<file path="src/hw/qdc_pkg.sv">
// Constants shared by the quad converter serial load control
package qdc_pkg;
    localparam int          CODE_W      = 16;
    localparam int          WORD_LEN    = 18;
    localparam int          SHIFT_LEN   = 19;
    localparam int          ADDR_HI_POS = 17;
    localparam int          ADDR_LO_POS = 16;
    localparam int          CHANNELS    = 4;
    localparam int          SYNC_STAGES = 2;
    localparam logic [15:0] ZERO_CODE   = 16'h0000;
    localparam logic [15:0] HALF_CODE   = 16'h8000;
    localparam logic [1:0]  POR_SETTLE  = 2'h2;
    localparam logic [1:0]  CH_A        = 2'h0;
    localparam logic [1:0]  CH_D        = 2'h3;

    function automatic logic [15:0] qdc_preset_code(input logic half);
        return half ? HALF_CODE : ZERO_CODE;
    endfunction : qdc_preset_code
endpackage : qdc_pkg

</file>
<file path="src/hw/qdc_sync.sv">
// Two-flop synchroniser bank for pins entering the clk domain
`timescale 1ns/1ns
`default_nettype none
module qdc_sync #(
    parameter int             W       = 1,
    parameter logic [W-1:0]   RST_VAL = '0
) (
    // System
    input  wire logic         clk,
    input  wire logic         rstn,
    // Pins and synchronised copies
    input  wire logic [W-1:0] pin,
    output logic      [W-1:0] sync
);
    logic [W-1:0] meta;

    // First stage feeds only the second stage
    always_ff @(posedge clk or negedge rstn) begin
        if (!rstn) begin
            meta <= RST_VAL;
            sync <= RST_VAL;
        end else begin
            meta <= pin;
            sync <= meta;
        end
    end
endmodule : qdc_sync
`default_nettype wire

</file>
<file path="src/hw/qdc_serial_load.sv">
// Serial load and double-buffered register logic of the quad converter
`timescale 1ns/1ns
`default_nettype none
module qdc_serial_load (
    // System
    input  wire logic                      clk,
    input  wire logic                      rstn,
    // Serial link pins
    input  wire logic                      cs_n,
    input  wire logic                      sclk,
    input  wire logic                      serial_in,
    output logic                           serial_out,
    // Hardware control pins
    input  wire logic                      load_outputs_strobe_n,
    input  wire logic                      preset_n,
    input  wire logic                      preset_half_sel,
    // Register contents
    output logic [qdc_pkg::CODE_W-1:0]     input_a,
    output logic [qdc_pkg::CODE_W-1:0]     input_b,
    output logic [qdc_pkg::CODE_W-1:0]     input_c,
    output logic [qdc_pkg::CODE_W-1:0]     input_d,
    output logic [qdc_pkg::CODE_W-1:0]     dac_a,
    output logic [qdc_pkg::CODE_W-1:0]     dac_b,
    output logic [qdc_pkg::CODE_W-1:0]     dac_c,
    output logic [qdc_pkg::CODE_W-1:0]     dac_d
);
    import qdc_pkg::*;

    logic [5:0]                            pins_q;
    logic                                  cs_n_q;
    logic                                  sclk_q;
    logic                                  sin_q;
    logic                                  ld_n_q;
    logic                                  preset_n_q;
    logic                                  half_q;
    logic                                  sclk_prev;
    logic                                  cs_prev;
    logic                                  sclk_rise;
    logic                                  sclk_fall;
    logic                                  cs_rise;
    logic [SHIFT_LEN-1:0]                  shreg;
    logic [CHANNELS-1:0][CODE_W-1:0]       in_reg;
    logic [CHANNELS-1:0][CODE_W-1:0]       dac_reg;
    logic [1:0]                            por_cnt;
    logic                                  por_fire;
    logic                                  preset_act;
    logic [CODE_W-1:0]                     preset_val;
    logic [1:0]                            word_addr;

    // Idle levels at reset: chip select, strobe and preset inactive, zero select
    // A preset-low reset value would fire a preset with a stale select bit
    qdc_sync #(
        .W       (6),
        .RST_VAL (6'h26)
    ) u_sync (
        .clk  (clk),
        .rstn (rstn),
        .pin  ({cs_n, sclk, serial_in, load_outputs_strobe_n, preset_n, preset_half_sel}),
        .sync (pins_q)
    );

    assign cs_n_q     = pins_q[5];
    assign sclk_q     = pins_q[4];
    assign sin_q      = pins_q[3];
    assign ld_n_q     = pins_q[2];
    assign preset_n_q = pins_q[1];
    assign half_q     = pins_q[0];

    // Edge history of the synchronised link pins
    always_ff @(posedge clk or negedge rstn) begin
        if (!rstn) begin
            sclk_prev <= 1'b0;
            cs_prev   <= 1'b1;
        end else begin
            sclk_prev <= sclk_q;
            cs_prev   <= cs_n_q;
        end
    end

    assign sclk_rise = sclk_q & ~sclk_prev;
    assign sclk_fall = ~sclk_q & sclk_prev;
    assign cs_rise   = cs_n_q & ~cs_prev;

    // Power-on strobe waits until the select pin has crossed the synchroniser
    // Counter parks one past the settle count so the strobe fires only once
    always_ff @(posedge clk or negedge rstn) begin
        if (!rstn) begin
            por_cnt <= 2'h0;
        end else if (por_cnt != POR_SETTLE + 2'h1) begin
            por_cnt <= por_cnt + 2'h1;
        end
    end

    assign por_fire   = (por_cnt == POR_SETTLE);
    assign preset_act = ~preset_n_q | por_fire;
    assign preset_val = qdc_preset_code(half_q);
    assign word_addr  = shreg[ADDR_HI_POS:ADDR_LO_POS];

    // Shift register; preset leaves it alone
    always_ff @(posedge clk or negedge rstn) begin
        if (!rstn) begin
            shreg <= '0;
        end else if (sclk_rise && !cs_n_q && preset_n_q) begin
            shreg <= {shreg[SHIFT_LEN-2:0], sin_q};
        end
    end

    // Daisy chain tap changes on the falling edge so the next part samples it cleanly
    always_ff @(posedge clk or negedge rstn) begin
        if (!rstn) begin
            serial_out <= 1'b0;
        end else if (sclk_fall) begin
            serial_out <= shreg[SHIFT_LEN-1];
        end
    end

    // Input registers: preset wins over a load in the same cycle
    always_ff @(posedge clk or negedge rstn) begin
        if (!rstn) begin
            in_reg <= '0;
        end else if (preset_act) begin
            for (int i = 0; i < CHANNELS; i++) begin
                in_reg[i] <= preset_val;
            end
        end else if (cs_rise) begin
            in_reg[word_addr] <= shreg[CODE_W-1:0];
        end
    end

    // Output registers depend on the strobe level and preset only, never chip select
    always_ff @(posedge clk or negedge rstn) begin
        if (!rstn) begin
            dac_reg <= '0;
        end else if (preset_act) begin
            for (int i = 0; i < CHANNELS; i++) begin
                dac_reg[i] <= preset_val;
            end
        end else if (!ld_n_q) begin
            dac_reg <= in_reg;
        end
    end

    assign input_a = in_reg[0];
    assign input_b = in_reg[1];
    assign input_c = in_reg[2];
    assign input_d = in_reg[3];
    assign dac_a   = dac_reg[0];
    assign dac_b   = dac_reg[1];
    assign dac_c   = dac_reg[2];
    assign dac_d   = dac_reg[3];

    // Checks
    a_shift_advance: assert property (@(posedge clk) disable iff (!rstn)
        sclk_rise && !cs_n_q && preset_n_q
        |=> shreg == {$past(shreg[SHIFT_LEN-2:0]), $past(sin_q)})
        else $error("shift register did not advance on serial clock rise");

    a_shift_capture: assert property (@(posedge clk) disable iff (!rstn)
        sclk_rise && !cs_n_q && preset_n_q |=> shreg[0] == $past(sin_q))
        else $error("serial input bit not captured");

    a_shift_hold_cs: assert property (@(posedge clk) disable iff (!rstn)
        cs_n_q ##1 cs_n_q |-> $stable(shreg))
        else $error("shift register moved with chip select high");

    a_load_select: assert property (@(posedge clk) disable iff (!rstn)
        cs_rise && !preset_act
        |=> in_reg[$past(word_addr)] == $past(shreg[CODE_W-1:0]))
        else $error("addressed input register not loaded");

    a_load_others: assert property (@(posedge clk) disable iff (!rstn)
        cs_rise && !preset_act && word_addr != CH_A |=> $stable(in_reg[0]))
        else $error("unaddressed channel A changed");

    a_load_chan_d: assert property (@(posedge clk) disable iff (!rstn)
        cs_rise && !preset_act && word_addr == CH_D
        |=> dac_reg[3] == $past(dac_reg[3]) || !$past(ld_n_q))
        else $error("channel D output changed while latched");

    a_dac_follow: assert property (@(posedge clk) disable iff (!rstn)
        !ld_n_q && !preset_act |=> dac_reg == $past(in_reg))
        else $error("output registers not transparent with strobe low");

    a_dac_hold: assert property (@(posedge clk) disable iff (!rstn)
        ld_n_q && !preset_act ##1 ld_n_q && !preset_act |-> $stable(dac_reg))
        else $error("output registers moved with strobe high");

    a_dac_cs_free: assert property (@(posedge clk) disable iff (!rstn)
        cs_rise && ld_n_q && !preset_act |=> $stable(dac_reg))
        else $error("chip select disturbed output registers");

    a_preset_value: assert property (@(posedge clk) disable iff (!rstn)
        !preset_n_q |=> in_reg[0] == qdc_preset_code($past(half_q))
                        && dac_reg[3] == qdc_preset_code($past(half_q)))
        else $error("preset value not applied");

    a_por_preset: assert property (@(posedge clk) disable iff (!rstn)
        por_fire |=> in_reg[0] == qdc_preset_code($past(half_q))
                     && dac_reg[2] == qdc_preset_code($past(half_q)))
        else $error("power-on preset value not applied");

    a_por_zero: assert property (@(posedge clk)
        !rstn |-> in_reg == '0 && dac_reg == '0)
        else $error("registers not zero at power-on");

    a_sdo_tap: assert property (@(posedge clk) disable iff (!rstn)
        sclk_fall |=> serial_out == $past(shreg[SHIFT_LEN-1]))
        else $error("serial output tap wrong");

    c_word_load: cover property (@(posedge clk) disable iff (!rstn)
        cs_rise && !preset_act && word_addr == CH_D);
    c_transparent: cover property (@(posedge clk) disable iff (!rstn)
        !ld_n_q && cs_rise);
    c_half_preset: cover property (@(posedge clk) disable iff (!rstn)
        !preset_n_q && half_q);
    c_daisy_out: cover property (@(posedge clk) disable iff (!rstn)
        sclk_fall && shreg[SHIFT_LEN-1]);
    c_por_half: cover property (@(posedge clk) disable iff (!rstn)
        por_fire && half_q);
endmodule : qdc_serial_load
`default_nettype wire

</file>
<file path="config.mk">
export PLATFORM = sky130hd
export DESIGN_NAME = qdc_serial_load
export DESIGN_NICKNAME = d
export VERILOG_FILES = /design/src/hw/qdc_pkg.sv /design/src/hw/qdc_sync.sv /design/src/hw/qdc_serial_load.sv
export SDC_FILE = /design/constraint.sdc
export NUM_CORES = 1
export LEC_CHECK = 0
export BUFFER_PORTS_ARGS = -buffer_cell sky130_fd_sc_hd__buf_2
export CAP_MARGIN = 20
export CORE_MARGIN = 2
export CORE_UTILIZATION = 49
export CTS_CLUSTER_SIZE = 10
export DETAILED_ROUTE_END_ITERATION = 6
export PLACE_DENSITY_LB_ADDON = 0.2
export SETUP_SLACK_MARGIN = 0.4
export SLEW_MARGIN = 15
export SYNTH_ARGS = -nofsm -noshare
export SYNTH_HDL_FRONTEND = slang
export SYNTH_SLANG_ARGS = --single-unit
export TNS_END_PERCENT = 10
</file>
<file path="constraint.sdc">
create_clock -name clk -period 1.7 [get_ports clk]
set_clock_uncertainty 0.15 [all_clocks]
set_input_delay 0.34 -clock clk [delete_from_list [all_inputs] [get_ports clk]]
set_output_delay 0.34 -clock clk [all_outputs]
set_load 0.05 [all_outputs]
</file>
==> flow_summary_export.csv, run 1 <==
group,metric,value,unit
outcome,status,"complete, but fails checks",
outcome,violations,"setup timing",
yosys,yosys.area.top_type_share,61.4,%
critical_path,cp_max_fo,7,
grt,antenna_found_initial,0,
floorplanning,die_h,118,um
yosys,synth_area_leader_cell,"dfrtp_1",
clock_network,cts-root-buf,"clkbuf_16",
yosys,yosys-top-cells-area,"dfrtp_1 (61%), mux2i_1 (10%), nand2_1 (7.6%)",
critical_path,critPathMaxStageDelay,0.60,ns
yosys,syn-instance-count,562,
yosys,synth_area_per_cell,11.4,um^2
drt,viasPerCell,5.40,
drt,finalWirelength,16.7,mm
critical_path,crit_family,"flip-flops",
sta,final-hold-violation-count,0,
drt,drtIter0Drc,245,
critical_path,critPathArrivalTime,1.91,ns
pwr,intPower,6.28,mW
critical_path,start_kind,"register",
clock_network,h-tree-depth,4,
clock_network,cts-buffers-inserted,17,
min_path,min_path_type,"reg2reg",
pwr,p_seq_share,50.7,%
floorplanning,dieArea,14000,um^2
grt,grt_usage,22.5,%
placed_design,gp_congestion,0.812,
sta,layout_min_cycle_time,1.72,ns
pwr,p_switching,1.93,mW
placed_design,numPortBuffers,136,
floorplanning,initial_core_util,50.5,%
grt,grt_pass1_vias,4808,
placed_design,place_inst,860,
critical_path,cpMaxStageDelayCell,"dfstp_2",
yosys,synthesis.nets,572,
sta,worstMarginPinSlew,0.412,ns
sta,tns,-0.0162,ns
drt,drc,0,
sta,slew_headroom,72.5,%
placed_design,dp_hpwl,10.4,mm
clock_network,path_clk_slew,0.06,ns
sta,drv_slew,0,
critical_path,crit_path_cell_trace,"buf_6 -> nor4b_4 -> buf_4 -> nand2_1 -> a21oi_1",
pwr,p_sw_share,23.6,%
grt,grt_pass1_wl,24.8,mm
critical_path,crit_type,"reg2reg",
pwr,combPwrFrac,7.9,%
yosys,syn_area,6400,um^2
run,drv_cap,0,
drt,post_drt_wl_per_cell,18.4,um
final_layout,seqCellArea,4120,um^2
sta,timing.final.crit_share,101,%
sta,worst_slack,-0.0159,ns
sta,rsz0062_at_grt,"true",
drt,vias,4905,
final_layout,final_cells,908,
final_layout,drive_above_1_share,40.1,%
clock_network,cts_tree,"built",
pwr,powerDensity,873,nW/um^2
drt,ant_nets,0,
final_layout,area_growth,47.0,%
final_layout,fillers,825,
clock_network,worstSkewPairLatency,0.42,ns
final_layout,num_antenna_cells,0,
grt,grt_max_degree,43,
pwr,clkPwrFrac,41.4,%
yosys,yosysWarnings,0,
critical_path,end_kind,"register",
clock_network,cts_sinks,164,
sta,setup_viol,2,
yosys,yosysSeqAreaShare,64.3,%
drt,first_pass_iters,4,
yosys,ys_seq_elements,164,
critical_path,cp.required,1.89,ns
floorplanning,die_w,118,um
yosys,synth.distinct_cells,26,
final_layout,multi_input_area,2450,um^2
placed_design,dpl_worst_slack,-0.0240,ns
floorplanning,core_area,12700,um^2
critical_path,crit_buf_inv,2,
final_layout,nets,734,
pwr,p_leak,4.36,nW
floorplanning,rows,41,
clock_network,clockBufferDepth,2,
floorplanning,ios,137,
sta,fmax,583,MHz
grt,grt.overflow.total,0,
pwr,vdd_drop_max,0.675,mV
layer usage:
metal  GRT usage (%)  wire length, um
met1            29.8             6860
met2            36.2             8770
met3            5.12              803
met4            8.73              291
met5               0                0
power by group through the flow:
stage / logic [mW] / registers (mW) / clock network, mW
floorplan: 0.213 / 4.26 / 0
global placement: 0.519 / 4.21 / 0
detailed placement: 0.532 / 4.21 / 0
CTS: 0.551 / 4.14 / 3.45
global route: 0.696 / 4.18 / 3.61
finish: 0.648 / 4.16 / 3.40
logic make-up after synthesis:
group	share of synthesized area, %
flops	64.3
simple gates	13.1
mux	13.5
xor+xnor	0.137
compound gates	5.48
buf+inv	3.07
fa+ha+maj	0.391
stage by stage:
step	total power [mW]	utilization, %	area [um^2]	hold WS, ns
floorplan	4.47	-	6420	-0.106
global placement	4.73	59.3	7520	0.0921
detailed placement	4.74	59.3	7520	0.0976
CTS	8.14	64.2	8140	0.198
global route	8.48	74.2	9410	0.202
finish	8.21	74.2	9410	0.196
final cells by class:
| class | instances | area share [%] |
|---|---|---|
| flip-flops and latches | 164 | 43.8 |
| well taps | 172 | 2.29 |
| repair buffers | 182 | 22.2 |
| clock inverters | 5 | 0.266 |
| multi-input cells | 358 | 26.1 |
| clock buffers | 26 | 5.31 |
| inverters | 1 | 0.0399 |
flip-flops by register name (all words and copies together) (netlist names), 6 cells and up:
register     flops
shreg           19
dac_a           16
dac_b           16
dac_c           16
dac_d           16
input_a         16
input_b         16
input_c         16
input_d         16
u_sync.meta      6
u_sync.sync      6
cell usage after synthesis:
cell type,number
a21oi_1,64
a31oi_1,4
and4b_1,1
and4bb_2,1
buf_2,13
buf_4,3
buf_6,2
clkbuf_1,18
clkbuf_2,3
dfrtp_1,157
dfstp_2,7
ha_1,2
inv_1,1
mux2_2,20
mux2i_1,64
nand2_1,129
nand2b_1,2
nand4b_1,1
nand4bb_1,2
nor2_1,61
nor2b_1,1
nor4b_4,1
nor4bb_1,2
o21ai_0,1
or4b_1,1
xnor2_1,1
worst reg2reg max path, cell delays in order, from the launching register on:
cell     delay [ns]
dfstp_2        0.60
buf_6          0.14
nor4b_4        0.32
buf_4          0.23
nand2_1        0.07
a21oi_1        0.14
path summary, 6_finish.rpt:
path,from,endpoint,slack (ns),depth (start not counted)
worst max-delay path,u_sync.sync[5],input_a[13],-0.02,5
min in group asynchronous,rstn,dac_b[14],0.23,2
worst min-delay path,u_sync.meta[4],u_sync.sync[4],0.20,0
max in group asynchronous,rstn,u_sync.meta[2],0.55,3
worst min register to register,u_sync.meta[4],u_sync.sync[4],0.20,0
worst max register to register,u_sync.sync[5],input_a[13],-0.02,5
cells in the final DEF, fill, tap and decap left out, types with 2 or more instances in the layout:
| cell | netlist | final |
|---|---|---|
| a21oi_1 | 64 | 35 |
| a21oi_2 | 0 | 29 |
| a31oi_1 | 4 | 3 |
| buf_12 | 0 | 10 |
| buf_16 | 0 | 2 |
| buf_2 | 13 | 8 |
| buf_4 | 3 | 16 |
| buf_6 | 2 | 130 |
| buf_8 | 0 | 5 |
| clkbuf_1 | 18 | 5 |
| clkbuf_16 | 0 | 19 |
| clkbuf_4 | 0 | 2 |
| clkbuf_8 | 0 | 4 |
| clkinv_2 | 0 | 5 |
| dfrtp_1 | 157 | 153 |
| dfrtp_2 | 0 | 4 |
| dfstp_2 | 7 | 6 |
| dlygate4sd3_1 | 0 | 7 |
| mux2_2 | 20 | 3 |
| mux2_4 | 0 | 17 |
| mux2i_1 | 64 | 53 |
| mux2i_2 | 0 | 5 |
| mux2i_4 | 0 | 6 |
| nand2_1 | 129 | 126 |
| nand2_2 | 0 | 3 |
| nand4bb_1 | 2 | 2 |
| nor2_1 | 61 | 51 |
| nor2_2 | 0 | 8 |
| nor2_4 | 0 | 2 |
| nor4bb_4 | 0 | 2 |
what timing repair did:
item / CTS / global route
setup endpoints to repair: 276 / 276
buffers inserted: 1 / 5
cloned: 0 / 4
gates resized for setup: 5 / 472
hold buffers: 7 / 0
pin swaps: 0 / 53
endpoints found under the hold margin: 148 / 0
No activity file was read; power rests on OpenSTA's default activity.
==> run 2, diff against run 1 <==
--- a/config.mk
+++ b/config.mk
@@ -11,7 +11,7 @@
 export CORE_UTILIZATION = 49
 export CTS_CLUSTER_SIZE = 10
 export DETAILED_ROUTE_END_ITERATION = 6
-export PLACE_DENSITY_LB_ADDON = 0.2
+export PLACE_DENSITY_LB_ADDON = 0.3
 export SETUP_SLACK_MARGIN = 0.4
 export SLEW_MARGIN = 15
 export SYNTH_ARGS = -nofsm -noshare
==> run 2 against run 1 <==
Compared with the run above: the flow still finishes with violations (setup timing); sequential cell count unchanged; setup slack got worse by 0.11 ns; utilization increased by 3.0 points; non-clock buffer count increased by 7; wire length increased by 9.8%; first-iteration DRC count increased by 22%; final cell count increased by 0.66%.
==> flow_summary_export.csv, run 2 (synthesis results as in run 1) <==
group,metric,value,unit
drt,ant_nets,0,
final_layout,area_growth,53.0,%
drt,vias,5055,
final_layout,largest_reg_flops,19,
pwr,vdd_drop_max,0.588,mV
floorplanning,die_w,118,um
sta,rsz0062_at_grt,"true",
drt,finalWirelength,18.4,mm
clock_network,clockBufferDepth,2,
final_layout,num_antenna_cells,0,
pwr,clkPwrFrac,45.4,%
floorplanning,rows,41,
clock_network,cts-buffers-inserted,17,
placed_design,gp_congestion,0.796,
grt,antenna_found_initial,0,
final_layout,fillers,684,
pwr,intPower,6.85,mW
min_path,min_path_type,"reg2reg",
clock_network,h-tree-depth,4,
placed_design,dp_hpwl,9.96,mm
critical_path,cp.required,1.84,ns
sta,drv_slew,0,
final_layout,final_common_cell,"dfrtp_1",
sta,timing.final.crit_share,107,%
critical_path,end_kind,"register",
pwr,powerDensity,914,nW/um^2
pwr,p_sw_share,23.5,%
final_layout,finish.instance_area,9790,um^2
floorplanning,ios,137,
grt,grt_max_degree,44,
clock_network,cts-root-buf,"clkbuf_16",
grt,grt_pass1_vias,4559,
critical_path,critPathArrivalTime,1.96,ns
critical_path,cp_max_fo,5,
outcome,status,"complete, but fails checks",
drt,drtIter0Drc,299,
sta,worstMarginPinSlew,0.405,ns
final_layout,drive_above_1_share,46.8,%
sta,slew_headroom,73.0,%
final_layout,final_cell_mix,"dfrtp_1 (156), buf_6 (127), nand2_1 (99)",
sta,layout_min_cycle_time,1.82,ns
final_layout,nets,741,
final_layout,final_cells,914,
placed_design,placed_area,7510,um^2
pwr,p_leak,4.56,nW
pwr,p_seq_share,46.8,%
sta,fmax,549,MHz
pwr,p_total,8.94,mW
placed_design,numPortBuffers,136,
floorplanning,core_area,12700,um^2
pwr,p_switching,2.10,mW
placed_design,place_inst,861,
floorplanning,initial_core_util,50.5,%
sta,worst_slack,-0.123,ns
final_layout,regMostFlops,"shreg",
grt,grt_usage,22.2,%
floorplanning,dieArea,14000,um^2
critical_path,start_kind,"register",
outcome,violations,"setup timing",
sta,setup_viol,26,
clock_network,worstSkewPairLatency,0.43,ns
drt,drc,0,
grt,grt_pass1_wl,24.3,mm
critical_path,crit_type,"reg2reg",
clock_network,cts_sinks,164,
run,drv_cap,0,
floorplanning,die_h,118,um
sta,final-hold-violation-count,0,
grt,grt.overflow.total,0,
pwr,combPwrFrac,7.8,%
drt,viasPerCell,5.53,
clock_network,cts_tree,"built",
drt,first_pass_iters,5,
drt,post_drt_wl_per_cell,20.1,um
clock_network,path_clk_slew,0.06,ns
sta,tns,-1.02,ns
==> run 2: per-stage QoR <==
| stage | setup slack, ns | hold WS [ns] | utilization (%) |
|---|---|---|---|
| 2_1_floorplan | 0.0201 | -0.106 | - |
| 5_1_grt | -0.165 | 0.202 | 77.2 |
| 3_3_place_gp | 0.00208 | 0.0998 | 59.2 |
| 6_report | -0.123 | 0.197 | 77.2 |
| 3_5_place_dp | -0.0283 | 0.107 | 59.2 |
| 4_1_cts | 0.0175 | 0.198 | 64.9 |
==> run 2: final cells by class <==
type	instances	area (um^2)	share of cell area [%]
flip-flops and latches	164	4120	42.1
well taps	172	215	2.20
inverters	1	3.75	0.0384
repair buffers	189	2130	21.7
clock inverters	9	153	1.56
multi-input cells	358	2700	27.6
clock buffers	21	470	4.81
==> run 2: worst max-delay path, stage by stage (launching register included) <==
cell and delay (ns):
dfstp_2 0.62, or4b_4 0.54, buf_6 0.16, nand2_2 0.09, a31oi_1 0.12
==> run 2: path summary, 6_finish.rpt <==
check / from / cells past startpoint / slack (ns) / to
worst max-delay path: u_sync.sync[5] / 4 / -0.12 / input_a[15]
worst min-delay path: u_sync.meta[0] / 0 / 0.20 / u_sync.sync[0]
worst max register to register: u_sync.sync[5] / 4 / -0.12 / input_a[15]
worst min register to register: u_sync.meta[0] / 0 / 0.20 / u_sync.sync[0]
max in group asynchronous: rstn / 3 / 0.61 / u_sync.meta[2]
min in group asynchronous: rstn / 2 / 0.23 / dac_b[10]
==> run 2: repair_timing <==
| item | in CTS | in global routing |
|---|---|---|
| resized for setup | 4 | 517 |
| setup endpoints to repair | 276 | 276 |
| setup buffers | 1 | 9 |
| pin swaps | 0 | 51 |
| gates cloned | 0 | 6 |
| hold endpoints to repair | 95 | 0 |
| hold buffers | 7 | 0 |
==> run 2: power groups by stage <==
stage / Combinational [mW] / Clock [mW] / Sequential, mW
after floorplan: 0.213 / 0 / 4.26
after global placement: 0.515 / 0 / 4.22
after detailed placement: 0.529 / 0 / 4.22
after CTS: 0.552 / 4.07 / 4.15
after global routing: 0.745 / 4.27 / 4.19
final: 0.700 / 4.06 / 4.18
==> run 2: layer usage <==
layer  global-route usage, %  part of all wire, %  routed length (um)  vias to the layer above
li1                        -                    -                   -                     2212
met1                    30.7                   40                7330                     2577
met2                    34.2                   51                9400                      211
met3                    4.73                  5.5                1020                       55
met4                    9.19                  3.4                 616                        0
met5                       0                    0                   0                        -
